`src/design/pcc_defines.svh`:
```
`ifndef PCC_DEFINES_SVH
`define PCC_DEFINES_SVH

// register locations
`define PCC_P3M_ADDR        8'hf7
`define PCC_PORT_CONFIGURATION_ADDR       8'h00
`define PCC_PORT_CONFIGURATION_BANK       4'hf

// mode register fields
`define PCC_P3M_P2PP_BIT    0
`define PCC_P3M_ANALOG_BIT  1
`define PCC_P3M_RESET       8'h00

// configuration register fields
`define PCC_PORT_CONFIGURATION_CMPOUT_BIT 0
`define PCC_PORT_CONFIGURATION_P1PP_BIT   1
`define PCC_PORT_CONFIGURATION_P0PP_BIT   2
`define PCC_PORT_CONFIGURATION_EMI_LSB    3
`define PCC_PORT_CONFIGURATION_OSC_BIT    7
`define PCC_PORT_CONFIGURATION_RESET      8'hfe

// interrupt edge select fields
`define PCC_IRQ_SEL_LO_BIT  6
`define PCC_IRQ_SEL_HI_BIT  7

// port 3 line positions
`define PCC_LINE_ONE        1
`define PCC_LINE_TWO        2
`define PCC_LINE_THREE      3
`define PCC_LINE_FOUR       4
`define PCC_LINE_FIVE       5
`define PCC_LINE_SEVEN      7

`endif

```
`src/design/pcc_pkg.sv`:
```
package pcc_pkg;

    // interrupt edge choice, from select bits {d7,d6}
    typedef enum logic [1:0] {
        PCC_EDGE_FALL = 2'b00,
        PCC_EDGE_RISE = 2'b01,
        PCC_EDGE_BOTH = 2'b10,
        PCC_EDGE_ALT  = 2'b11
    } pcc_edge_t;

    // power state of the core
    typedef enum logic [1:0] {
        PCC_PWR_RUN  = 2'b00,
        PCC_PWR_HALT = 2'b01,
        PCC_PWR_STOP = 2'b10
    } pcc_pwr_t;

endpackage : pcc_pkg

```
`src/design/pcc_edge_det.sv`:
```
`timescale 1ns/1ps
// edge detector for one comparator result line
module pcc_edge_det (
    input  wire logic            mclk,
    input  wire logic            resetn,
    input  wire logic            enable,
    input  wire logic            level,
    input  wire pcc_pkg::pcc_edge_t sel,
    output logic                 pulse
);
    logic level_q;

    // previous level, held while disabled
    always_ff @(posedge mclk or negedge resetn) begin
        if (!resetn) begin
            level_q <= 1'b0;
        end else if (enable) begin
            level_q <= level;
        end
    end

    // edge pick by select
    always_comb begin
        pulse = 1'b0;
        if (enable) begin
            unique case (sel)
                pcc_pkg::PCC_EDGE_FALL: pulse = level_q & ~level;
                pcc_pkg::PCC_EDGE_RISE: pulse = ~level_q & level;
                pcc_pkg::PCC_EDGE_BOTH: pulse = level_q ^ level;
                pcc_pkg::PCC_EDGE_ALT:  pulse = ~level_q & level;
            endcase
        end
    end
endmodule : pcc_edge_det

```
`src/design/pcc_cfg_regs.sv`:
```
`timescale 1ns/1ps
`include "pcc_defines.svh"
// write-only mode and configuration registers
module pcc_cfg_regs (
    input  wire logic       mclk,
    input  wire logic       resetn,
    input  wire logic       wr_en,
    input  wire logic [7:0] wr_addr,
    input  wire logic [3:0] wr_bank,
    input  wire logic [7:0] wr_data,
    input  wire logic       stop_recovery,
    output logic [7:0]      p3m_q,
    output logic [7:0]      port_configuration_q
);
    // mode register; a stop recovery keeps it, full reset clears it
    always_ff @(posedge mclk or negedge resetn) begin
        if (!resetn) begin
            p3m_q <= `PCC_P3M_RESET;
        end else if (wr_en && wr_addr == `PCC_P3M_ADDR) begin
            p3m_q <= wr_data;
        end else if (stop_recovery) begin
            p3m_q <= p3m_q;
        end
    end

    // configuration register in bank f
    always_ff @(posedge mclk or negedge resetn) begin
        if (!resetn) begin
            port_configuration_q <= `PCC_PORT_CONFIGURATION_RESET;
        end else if (wr_en && wr_addr == `PCC_PORT_CONFIGURATION_ADDR
                     && wr_bank == `PCC_PORT_CONFIGURATION_BANK) begin
            port_configuration_q <= wr_data;
        end
    end
endmodule : pcc_cfg_regs

```
`src/design/pcc_port3_cmp.sv`:
```
`timescale 1ns/1ps
`include "pcc_defines.svh"
// Notes on behaviour
// mode bit 1 selects analog lines 1-3
// config bit 0 routes results to 4,5,7
// analog mode: line three never interrupts
// digital mode: line three normal input, irq
// analog results interrupt on chosen edges
// select 00 falling, 10 both lines
// analog read returns results in d1,d2
// result high when positive above reference
// routing leaves stored output bits untouched
// comparators disabled during stop
// software selects digital before stop recovery
// analog mode survives stop recovery reset
// halt keeps comparators and interrupts running
// line one feeds timer in both modes
// mode bit 0 clear gives port2 open-drain
// config d1 port1 push-pull, default one
// config d2 port0 push-pull, default one
// config d3-d6 low-emission per port
// config d7 oscillator drive, default one
// config register write-only, bank f 00h
// config d0 resets zero, others one
// full reset leaves port three plain
module pcc_port3_cmp (
    input  wire logic                mclk,
    input  wire logic                resetn,
    input  wire logic                wr_en,
    input  wire logic [7:0]          wr_addr,
    input  wire logic [3:0]          wr_bank,
    input  wire logic [7:0]          wr_data,
    input  wire pcc_pkg::pcc_pwr_t   pwr_state,
    input  wire logic                stop_recovery,
    input  wire logic [7:0]          irq_reg,
    input  wire logic [7:0]          port_three_in,
    input  wire logic [7:0]          port_three_out,
    input  wire logic                cmp_a_raw,
    input  wire logic                cmp_b_raw,
    output logic [7:0]               port_three_read_q,
    output logic [7:0]               port_three_pin_q,
    output logic                     external_interrupt_one_q,
    output logic                     cmp_a_irq_q,
    output logic                     cmp_b_irq_q,
    output logic                     timer_in_q,
    output logic                     comparator_enable_q,
    output logic                     analog_mode_q,
    output logic                     port_two_push_pull_q,
    output logic                     port_one_push_pull_q,
    output logic                     port_zero_push_pull_q,
    output logic [3:0]               port_std_drive_q,
    output logic                     osc_std_drive_q
);
    logic [7:0]  p3m_q;
    logic [7:0]  port_configuration_q;
    logic        analog;
    logic        cmp_on;
    logic        comparator_a_result;
    logic        comparator_b_result;
    logic        line_three_q;
    logic        a_pulse;
    logic        b_pulse;
    logic        b_pulse_gated;
    logic        a_pulse_gated;
    logic [7:0]  read_d;
    logic [7:0]  pin_d;
    pcc_pkg::pcc_edge_t sel;

    pcc_cfg_regs u_regs (
        .mclk          (mclk),
        .resetn        (resetn),
        .wr_en         (wr_en),
        .wr_addr       (wr_addr),
        .wr_bank       (wr_bank),
        .wr_data       (wr_data),
        .stop_recovery (stop_recovery),
        .p3m_q         (p3m_q),
        .port_configuration_q        (port_configuration_q)
    );

    // mode decode and comparator enable
    assign analog = p3m_q[`PCC_P3M_ANALOG_BIT];
    assign cmp_on = analog && (pwr_state != pcc_pkg::PCC_PWR_STOP);

    // comparator results, forced low while comparators are off: high when positive above reference
    assign comparator_a_result = cmp_on & cmp_a_raw;
    assign comparator_b_result = cmp_on & cmp_b_raw;

    assign sel = pcc_pkg::pcc_edge_t'({irq_reg[`PCC_IRQ_SEL_HI_BIT],
                                       irq_reg[`PCC_IRQ_SEL_LO_BIT]});

    // edge detection, one detector per comparator
    logic [1:0]  result_vec;
    logic [1:0]  pulse_vec;
    assign result_vec = {comparator_b_result, comparator_a_result};

    for (genvar g = 0; g < 2; g++) begin : g_edge
        pcc_edge_det u_edge (
            .mclk   (mclk),
            .resetn (resetn),
            .enable (cmp_on),
            .level  (result_vec[g]),
            .sel    (sel),
            .pulse  (pulse_vec[g])
        );
    end

    // per-comparator pulses back on named nets
    assign a_pulse = pulse_vec[0];
    assign b_pulse = pulse_vec[1];

    // with falling select only line two reports; both for any other select
    always_comb begin
        a_pulse_gated = a_pulse;
        b_pulse_gated = b_pulse;
        if (sel == pcc_pkg::PCC_EDGE_FALL) begin
            a_pulse_gated = 1'b0;
        end
    end

    // comparator interrupt pulses
    always_ff @(posedge mclk or negedge resetn) begin
        if (!resetn) begin
            cmp_a_irq_q <= 1'b0;
            cmp_b_irq_q <= 1'b0;
        end else begin
            cmp_a_irq_q <= a_pulse_gated;
            cmp_b_irq_q <= b_pulse_gated;
        end
    end

    // line three falling edge as interrupt one, digital mode only
    always_ff @(posedge mclk or negedge resetn) begin
        if (!resetn) begin
            line_three_q             <= 1'b1;
            external_interrupt_one_q <= 1'b0;
        end else begin
            line_three_q <= port_three_in[`PCC_LINE_THREE];
            external_interrupt_one_q <= !analog && line_three_q
                && !port_three_in[`PCC_LINE_THREE];
        end
    end

    // read path value
    always_comb begin
        read_d = port_three_in;
        if (analog) begin
            read_d[`PCC_LINE_ONE]   = comparator_a_result;
            read_d[`PCC_LINE_TWO]   = comparator_b_result;
            read_d[`PCC_LINE_THREE] = 1'b0;
        end
    end

    // pin mux: stored register values kept, only the pins redirected
    always_comb begin
        pin_d = port_three_out;
        pin_d[3:0] = 4'h0;
        if (port_configuration_q[`PCC_PORT_CONFIGURATION_CMPOUT_BIT]) begin
            pin_d[`PCC_LINE_FOUR]  = comparator_a_result;
            pin_d[`PCC_LINE_FIVE]  = comparator_b_result;
            pin_d[`PCC_LINE_SEVEN] = comparator_b_result;
        end
    end

    // registered port outputs
    always_ff @(posedge mclk or negedge resetn) begin
        if (!resetn) begin
            port_three_read_q <= 8'h00;
            port_three_pin_q  <= 8'h00;
            timer_in_q        <= 1'b0;
        end else begin
            port_three_read_q <= read_d;
            port_three_pin_q  <= pin_d;
            timer_in_q <= analog ? comparator_a_result
                                 : port_three_in[`PCC_LINE_ONE];
        end
    end

    // drive and mode status outputs
    always_ff @(posedge mclk or negedge resetn) begin
        if (!resetn) begin
            comparator_enable_q   <= 1'b0;
            analog_mode_q         <= 1'b0;
            port_two_push_pull_q  <= 1'b0;
            port_one_push_pull_q  <= 1'b1;
            port_zero_push_pull_q <= 1'b1;
            port_std_drive_q      <= 4'hf;
            osc_std_drive_q       <= 1'b1;
        end else begin
            comparator_enable_q   <= cmp_on;
            analog_mode_q         <= analog;
            port_two_push_pull_q  <= p3m_q[`PCC_P3M_P2PP_BIT];
            port_one_push_pull_q  <= port_configuration_q[`PCC_PORT_CONFIGURATION_P1PP_BIT];
            port_zero_push_pull_q <= port_configuration_q[`PCC_PORT_CONFIGURATION_P0PP_BIT];
            port_std_drive_q <= port_configuration_q[`PCC_PORT_CONFIGURATION_EMI_LSB +: 4];
            osc_std_drive_q  <= port_configuration_q[`PCC_PORT_CONFIGURATION_OSC_BIT];
        end
    end
endmodule : pcc_port3_cmp

```
`config.mk`:
```
export PLATFORM = sky130hd
export DESIGN_NAME = pcc_port3_cmp
export DESIGN_NICKNAME = d
export VERILOG_FILES = /design/src/design/pcc_pkg.sv /design/src/design/pcc_edge_det.sv /design/src/design/pcc_cfg_regs.sv /design/src/design/pcc_port3_cmp.sv
export VERILOG_INCLUDE_DIRS = /design/src /design/src/design
export SDC_FILE = /design/constraint.sdc
export NUM_CORES = 1
export LEC_CHECK = 0
export BUFFER_PORTS_ARGS = -buffer_cell sky130_fd_sc_hd__buf_2
export CAP_MARGIN = 20
export CORE_UTILIZATION = 45
export DETAILED_ROUTE_END_ITERATION = 8
export PLACE_DENSITY = 0.89
export SLEW_MARGIN = 20
export SYNTH_ARGS = -nofsm -noshare
export SYNTH_HDL_FRONTEND = slang
export SYNTH_SLANG_ARGS = --single-unit
```
`constraint.sdc`:
```
create_clock -name mclk -period 3.5 [get_ports mclk]
set_input_delay 0.7 -clock mclk [delete_from_list [all_inputs] [get_ports mclk]]
set_output_delay 0.7 -clock mclk [all_outputs]
set_load 0.02 [all_outputs]
```
[Yosys cells after proc, flatten, opt, wreduce, memory -nomap -nowiden]
Index checks and enable logic that the tools add are counted.
Cells by class
  equality and inequality tests: 6
  multiplexer cells: 9
  bitwise gates (word level): 10
  reduce and logical (&&, ||, !) cells: 11
Operator list (count)
  $eq 8x8->1 const B: 1
  $logic_not 8->1: 1
  $logic_and 1x1->1: 6
  $and 1x1->1: 5
  $mux 1: 5
  $eq 2x2->1 const B: 2
  $eq 4x4->1 const B: 1
  $mux 3: 1
  $not 1->1: 3
  $pmux 1 s3: 1
  $eq 2x1->1 const B: 1
  $logic_not 1->1: 2
  $logic_not 2->1: 1
  $mux 2: 1
  $ne 2x2->1 const B: 1
  $pmux 1 s2: 1
  $reduce_or 2->1: 1
  $xor 1x1->1: 2
Word-level totals
  register bits after elaboration: 39
  input bits: 52
  output and inout bits: 30
  logic and storage cells: 54

[Logic depth before layout (Yosys ltp)]
Gate-level depths: netlist of run 1.
  word-level depth: 7
  gate-level depth with buffers: 8

[Cells and area by module]
Synthesis of run 1 repeated with hierarchy kept, for this count alone.
Second synthesis, totals
  cell total of the unflattened synthesis: 117
  area, all modules: 1726.7 sq um
Modules (own cells, without submodules)
  pcc_port3_cmp: instances 1, cells each 53, area each 849.6 sq um
  pcc_cfg_regs: instances 1, cells each 40, area each 674.4 sq um
  pcc_edge_det: instances 2, cells each 12, area each 101.3 sq um

[Worst setup path before layout of run 1]
Ideal clock, no wire load.
  path kind: input port to flip-flop
  start: input port pwr_state[1]
  end: register cmp_a_irq_q
  setup time: 0.072 ns
  arrival: 1.850 ns
  path slack: 1.578 ns
  stages: 8
  path through: inv_1 o21ai_0 inv_1 and2_1 ha_1 nor3b_1 a21oi_1 nor2_1
On the way
  cells in the longest elaborated chain, start to end: 7
Ends and longest elaborated chain
  from (decl): line pcc_port3_cmp.sv:33  | input wire pcc_pkg::pcc_pwr_t pwr_state,
  $ne 2x2->1 (*): line pcc_port3_cmp.sv:83  | assign cmp_on = analog && (pwr_state != pcc_pkg::PCC_PWR_STOP);
  $logic_and 1x1->1 (*): line pcc_port3_cmp.sv:83
  via cmp_on: line pcc_port3_cmp.sv:57  | logic cmp_on;
  $and 1x1->1 (*): line pcc_port3_cmp.sv:86  | assign comparator_a_result = cmp_on & cmp_a_raw;
  via comparator_a_result: line pcc_port3_cmp.sv:58  | logic comparator_a_result;
  $and 1x1->1 / $xor 1x1->1 (equally long branches): line pcc_edge_det.sv:28, pcc_edge_det.sv:30, pcc_edge_det.sv:29
  $pmux 1 s2 (*): line pcc_edge_det.sv:26  | unique case (sel)
  $mux 1 (*): line pcc_edge_det.sv:25  | if (enable) begin
  $mux 1 (*): line pcc_port3_cmp.sv:116  | if (sel == pcc_pkg::PCC_EDGE_FALL) begin
  via a_pulse_gated: line pcc_port3_cmp.sv:64  | logic a_pulse_gated;
  to (signal assigned): line pcc_port3_cmp.sv:127  | cmp_a_irq_q <= a_pulse_gated;
  to (decl): line pcc_port3_cmp.sv:43  | output logic cmp_a_irq_q,
Mark *: on every way through the listed nets, which the timed path passes. The rest lies on a longest branch.
A chain may end at the register's enable or synchronous reset.

[Final worst setup path of run 1]
Same ends and word-level chain as after synthesis.

==> results by group, run 1 <==
Run status
  – Run status: finished, final reports clean

Die
  – Die height: 58.6 um
  – Core box area: 0.00305 mm^2
  – Initial Utilization: 0.473
  – I/O pin cnt: 82
  – Die Wd: 58.6 um
  – Row count: 20
  – Die area: 0.00344 mm^2

Min path
  – Hold crit path type: register to register

Place
  – DP Cell Count: 205
  – Routability cong.: 0.765
  – DP HPWL: 2060 um
  – Place WS: 1.28 ns
  – IO Port Bufs: 66

Logic synthesis
  – Leading area contributor after synthesis: dfrtp_1
  – Cells after Synth: 97
  – Netlist cell types: 25
  – Synth top area cells: dfrtp_1 (40%), dfstp_2 (27%), mux2_2 (7.0%), nor4b_4 (3.3%), buf_4 (2.6%)
  – Number of synthesized register bits: 38
  – Synthesized cell area: 0.00144 mm^2
  – Post-synth top area share: 0.399
  – Mean post-synth cell area: 14.9 um^2
  – Sequential fraction of the synthesis area: 0.672
  – Number of synthesis warnings: 0

Pwr
  – Power Total: 863 uW
  – Maximum VDD drop: 0.194 mV
  – Pwr dens: 459 mW/mm^2
  – Static leakage: 0.00100 uW

Global route
  – Largest net degree at the start of global routing: 39
  – First-pass GRT wire length: 4130 um
  – Grt total ovfl: 0
  – Number of global-route vias before repair: 949
  – Tot GR Track Use: 0.166
  – Initial antenna violation count: 0

Worst setup path
  – CP peak stage delay: 0.31 ns
  – Delay-heaviest family, CP: simple AND/OR/NAND/NOR gates
  – Worst path cell trace: buf_2 -> inv_1 -> o21ai_0 -> inv_1 -> and2_1 -> ha_1 -> nor3b_1 -> a21oi_1 -> nor2_1
  – Worst-path fanout max: 6
  – Most common cell on crit path: inv_1
  – Worst path bufs/invs: 3
  – CP arrival: 2.20 ns
  – CP Launch Type: input port
  – CP Capture Type: register
  – Kind of critical path: input port to register
  – Critical Path RT: 3.78 ns
  – Crit-path slowest cell: o21ai_0

Route
  – Routed met2 length: 1410 um
  – Routed len/inst: 12.4 um
  – Met1 Routed Length: 974 um
  – DR DRC count: 0
  – Top Layer Used: met4
  – Met3 WL: 219 um
  – Vias after detailed routing: 969
  – First-pass DRT Iterations: 3
  – 1st-iter DRT viols: 18
  – Via density: 4.55
  – Antenna Nets Post-Route: 0
  – Total wire length: 2630 um

Timing
  – Final worst slack: 1.58 ns
  – Slew @ Worst Pin: 0.770 ns
  – Count of final max-slew check failures: 0
  – Period utilization: 0.550
  – Final min period: 1.92 ns
  – Max_slew headroom: 0.487
  – Hold Vio Cnt, Final: 0
  – Setup_tns: 0 ns
  – Max Clock Freq: 520 MHz
  – RSZ-0062 raised after global routing: false
  – Finish-stage setup viols: 0
  – Worst clock skew: 0.00937 ns

Clock network
  – Clock buffer count from CTS: 5
  – Clk Latency, worst-skew pair: 0.34 ns
  – Reg clk slew, reported paths: 0.12 ns
  – Post-CTS Resized: 0
  – H-Tree Depth: 2
  – Clock buffer depth: 2
  – Clock root cell: clkbuf_4
  – Post-CTS Setup Bufs: 0
  – Cts hold-fix bufs: 0
  – Clock Sinks: 38
  – CTS tree: yes

Finish
  – Commonest non-fill, non-tap cell in the layout: buf_2
  – Share of cells above drive strength 1: 0.615
  – Most frequent cells in the layout: buf_2 (66), dfrtp_1 (23), dfstp_2 (15), inv_1 (10), mux2_2 (9)
  – Final-stage net count: 223
  – Synth-to-layout area growth: 30.2%
  – Finished Layout Cells: 213
  – Antenna diode count: 0

Run
  – Max Cap Viol: 0
[layout make-up]
| cell class | instances | area [um^2] |
|---|---|---|
| Clock buffer | 5 | 37.5 |
| Tap cell | 44 | 55.1 |
| Fill cell | 242 | 1170 |
| Clock inverter | 3 | 40.0 |
| Timing Repair Buffer | 66 | 330 |
| Sequential cell | 38 | 970 |
| Inverter | 10 | 37.5 |
| Multi-Input combinational cell | 47 | 410 |
[sequential cells by signal (all words and copies together), names as in the netlist]
name,count
osc_std_drive_q,1
port_std_drive_q,4
analog_mode_q,1
cmp_a_irq_q,1
line_three_q,1
port_zero_push_pull_q,1
port_three_pin_q,4
g_edge.u_edge.level_q,2
port_three_read_q,8
u_regs.port_configuration_q,8
cmp_b_irq_q,1
comparator_enable_q,1
port_two_push_pull_q,1
external_interrupt_one_q,1
port_one_push_pull_q,1
u_regs.p3m_q,2
[worst paths after layout]
path	slack (ns)	start	endpoint	cells past startpoint
min reg2reg	0.37	u_regs.port_configuration_q[5]	port_std_drive_q[2]	0
max in group asynchronous	2.59	resetn	port_three_read_q[1]	1
min in group asynchronous	0.42	resetn	external_interrupt_one_q	1
min	0.37	u_regs.port_configuration_q[5]	port_std_drive_q[2]	0
max	1.58	pwr_state[1]	cmp_a_irq_q	9
max reg2reg	1.68	u_regs.p3m_q[1]	cmp_a_irq_q	7
[power by group]
group          total (uW)  leakage [uW]  switching [uW]  internal (uW)
Clock                 286     0.0000450             138            148
Combinational         106      0.000514            60.8           45.4
Sequential            471      0.000443            9.39            462
[kinds of logic after synthesis]
logic type / synth area share
flip-flops: 0.672
AND/OR/NAND/NOR: 0.113
buffers and inverters: 0.0520
multiplexers: 0.0910
AO/OA/AOI/OAI: 0.0442
adder cells (fa/ha/maj): 0.0260
other: 0.00260
[Yosys cell counts]
library cell	n
dfrtp_1	23
dfstp_2	15
inv_1	10
mux2_2	9
buf_4	5
nor2b_1	5
o21ai_0	5
ha_1	3
mux2_4	2
nor2_1	2
nor3_1	2
nor3b_1	2
nor4b_4	2
a21oi_1	1
a22o_1	1
a31o_2	1
and2_1	1
and3_1	1
conb_1	1
nand3_1	1
nand4_1	1
nand4_4	1
nor4_1	1
o2111ai_1	1
o211ai_1	1
[metal layers]
metal	track usage	vias up
met5	0	-
met4	0.0816	0
met3	0.0440	3
met2	0.300	44
met1	0.179	461
li1	-	461
[through the flow]
step	util	hold slack [ns]	instance area [um^2]
2_1_floorplan	-	0.350	1460
3_3_place_gp	0.591	0.353	1800
3_5_place_dp	0.591	0.355	1800
4_1_cts	0.616	0.366	1880
5_1_grt	0.616	0.371	1880
6_report	0.616	0.366	1880
No activity file was read; power rests on OpenSTA's default activity.
==> run 2, diff against run 1 <==
--- a/config.mk
+++ b/config.mk
@@ -8,9 +8,9 @@
 export LEC_CHECK = 0
 export BUFFER_PORTS_ARGS = -buffer_cell sky130_fd_sc_hd__buf_2
 export CAP_MARGIN = 20
-export CORE_UTILIZATION = 45
+export CORE_UTILIZATION = 43
 export DETAILED_ROUTE_END_ITERATION = 8
-export PLACE_DENSITY = 0.89
+export PLACE_DENSITY = 0.85
 export SLEW_MARGIN = 20
 export SYNTH_ARGS = -nofsm -noshare
 export SYNTH_HDL_FRONTEND = slang
==> constraint.sdc (replaced) <==
create_clock -name mclk -period 1.9 [get_ports mclk]
set_input_delay 0.38 -clock mclk [delete_from_list [all_inputs] [get_ports mclk]]
set_output_delay 0.38 -clock mclk [all_outputs]
set_load 0.02 [all_outputs]
==> results by group, run 2 (synthesized netlist as in run 1, its figures left out) <==
Run status
  – Run status: finished, final reports clean

Clock network
  – Clock buffer count from CTS: 5
  – Post-CTS Resized: 0
  – CTS tree: yes
  – Post-CTS Setup Bufs: 0
  – Clk Latency, worst-skew pair: 0.32 ns
  – Reg clk slew, reported paths: 0.11 ns
  – Clock buffer depth: 2
  – H-Tree Depth: 2
  – Cts hold-fix bufs: 0
  – Clock root cell: clkbuf_4
  – Clock Sinks: 38

Place
  – IO Port Bufs: 66
  – Routability cong.: 0.793
  – Area after DPL: 0.00182 mm^2
  – Place WS: 0.0585 ns
  – DP HPWL: 2080 um
  – DP Cell Count: 207

Pwr
  – Internal Power: 1080 uW
  – Sequential share of power: 0.597
  – Static leakage: 0.00100 uW
  – Logic pwr share: 0.140
  – Pwr dens: 776 mW/mm^2
  – Net Sw Frac: 0.257
  – NetSw: 373 uW
  – Clock share of power: 0.262
  – Maximum VDD drop: 0.326 mV

Global route
  – Initial antenna violation count: 0
  – Number of global-route vias before repair: 961
  – Grt total ovfl: 0
  – Tot GR Track Use: 0.146
  – Largest net degree at the start of global routing: 39
  – First-pass GRT wire length: 3770 um

Worst setup path
  – Critical Path RT: 2.16 ns
  – Critical path depth: 7
  – CP Capture Type: register
  – Delay-heaviest family, CP: simple AND/OR/NAND/NOR gates
  – Kind of critical path: register to register
  – CP Launch Type: register
  – Worst-path fanout max: 4
  – Worst path cell trace: o21ai_0 -> inv_1 -> and2_1 -> ha_1 -> nor3b_1 -> a21oi_1 -> nor2_1
  – Crit-path slowest cell: dfrtp_1
  – CP arrival: 1.87 ns
  – Worst path bufs/invs: 1
  – Cells on worst reg2reg path: 7
  – CP peak stage delay: 0.42 ns

Die
  – Row count: 20
  – I/O pin cnt: 82
  – Initial Utilization: 0.462
  – Die area: 0.00359 mm^2
  – Core box area: 0.00313 mm^2
  – Die Wd: 59.9 um
  – Die height: 59.9 um

Finish
  – Antenna diode count: 0
  – Most frequent cells in the layout: buf_2 (66), dfrtp_1 (23), dfstp_2 (15), inv_1 (10), mux2_2 (9)
  – Finished Layout Cells: 215
  – Share of cells above drive strength 1: 0.614
  – Commonest non-fill, non-tap cell in the layout: buf_2
  – Biggest regs: port_three_read_q (8), u_regs.port_configuration_q (8)
  – Final-stage net count: 225
  – FILL cells: 245
  – Synth-to-layout area growth: 29.5%
  – Design area: 0.00187 mm^2

Run
  – Max Cap Viol: 0

Route
  – Routed len/inst: 12.0 um
  – 1st-iter DRT viols: 20
  – First-pass DRT Iterations: 4
  – Total wire length: 2580 um
  – DR DRC count: 0
  – Via density: 4.66
  – Vias after detailed routing: 1001
  – Antenna Nets Post-Route: 0

Timing
  – Finish-stage setup viols: 0
  – Count of final max-slew check failures: 0
  – Hold Vio Cnt, Final: 0
  – Worst clock skew: 0.00776 ns
  – RSZ-0062 raised after global routing: false
  – Final min period: 1.61 ns
  – WHS: 0.125 ns
  – Max_slew headroom: 0.483
  – Period utilization: 0.848
  – Setup_tns: 0 ns
  – Slew @ Worst Pin: 0.775 ns
  – Final worst slack: 0.288 ns
  – Max Clock Freq: 620 MHz

Min path
  – Hold crit path type: input port to asynchronous set/reset pin
run 2: changes by cell type in the layout (fill, tap and decap cells not counted), sizes merged:
| cell | previous run | this run |
|---|---|---|
| bufinv | 1 | 0 |
| clkbuf | 5 | 6 |
| buf | 66 | 68 |
run 2: worst paths after layout:
| kind | startpoint | end | slack (ns) |
|---|---|---|---|
| min | resetn | comparator_enable_q | 0.13 |
| max | u_regs.p3m_q[1] | cmp_a_irq_q | 0.29 |
| max in group asynchronous | resetn | port_two_push_pull_q | 1.28 |
| min in group mclk | port_three_in[0] | port_three_read_q[0] | 0.16 |
| min reg2reg | u_regs.port_configuration_q[7] | osc_std_drive_q | 0.37 |
| max reg2reg | u_regs.p3m_q[1] | cmp_a_irq_q | 0.29 |
run 2: power groups by stage:
stage               clock [uW]  sequential (uW)  combinational (uW)
global placement             0              880                 191
finish                     381              867                 203
detailed placement           0              880                 205
CTS                        395              866                 206
global route               422              872                 224
floorplan                    0              904                81.2
run 2: layer usage:
layer / global-route usage / share of wire / up-vias
met2: 0.275 / 0.51 / 51
met1: 0.142 / 0.42 / 477
met4: 0.0797 / 0.016 / 0
met5: 0 / 0 / -
li1: - / - / 467
met3: 0.0390 / 0.054 / 6
run 2: cell type report:
type	count	area [um^2]	share of cell area
clock inverters	2	10.0	0.00535
multi-input cells	47	410	0.220
inverters	10	37.5	0.0201
flip-flops and latches	38	970	0.519
repair buffers	68	345	0.185
well taps	44	55.1	0.0295
clock buffers	6	41.3	0.0221
run 2: metrics by stage:
step	util	total power, uW
2_1_floorplan	-	985
3_3_place_gp	0.581	1070
3_5_place_dp	0.581	1090
4_1_cts	0.598	1470
5_1_grt	0.598	1520
6_report	0.598	1450
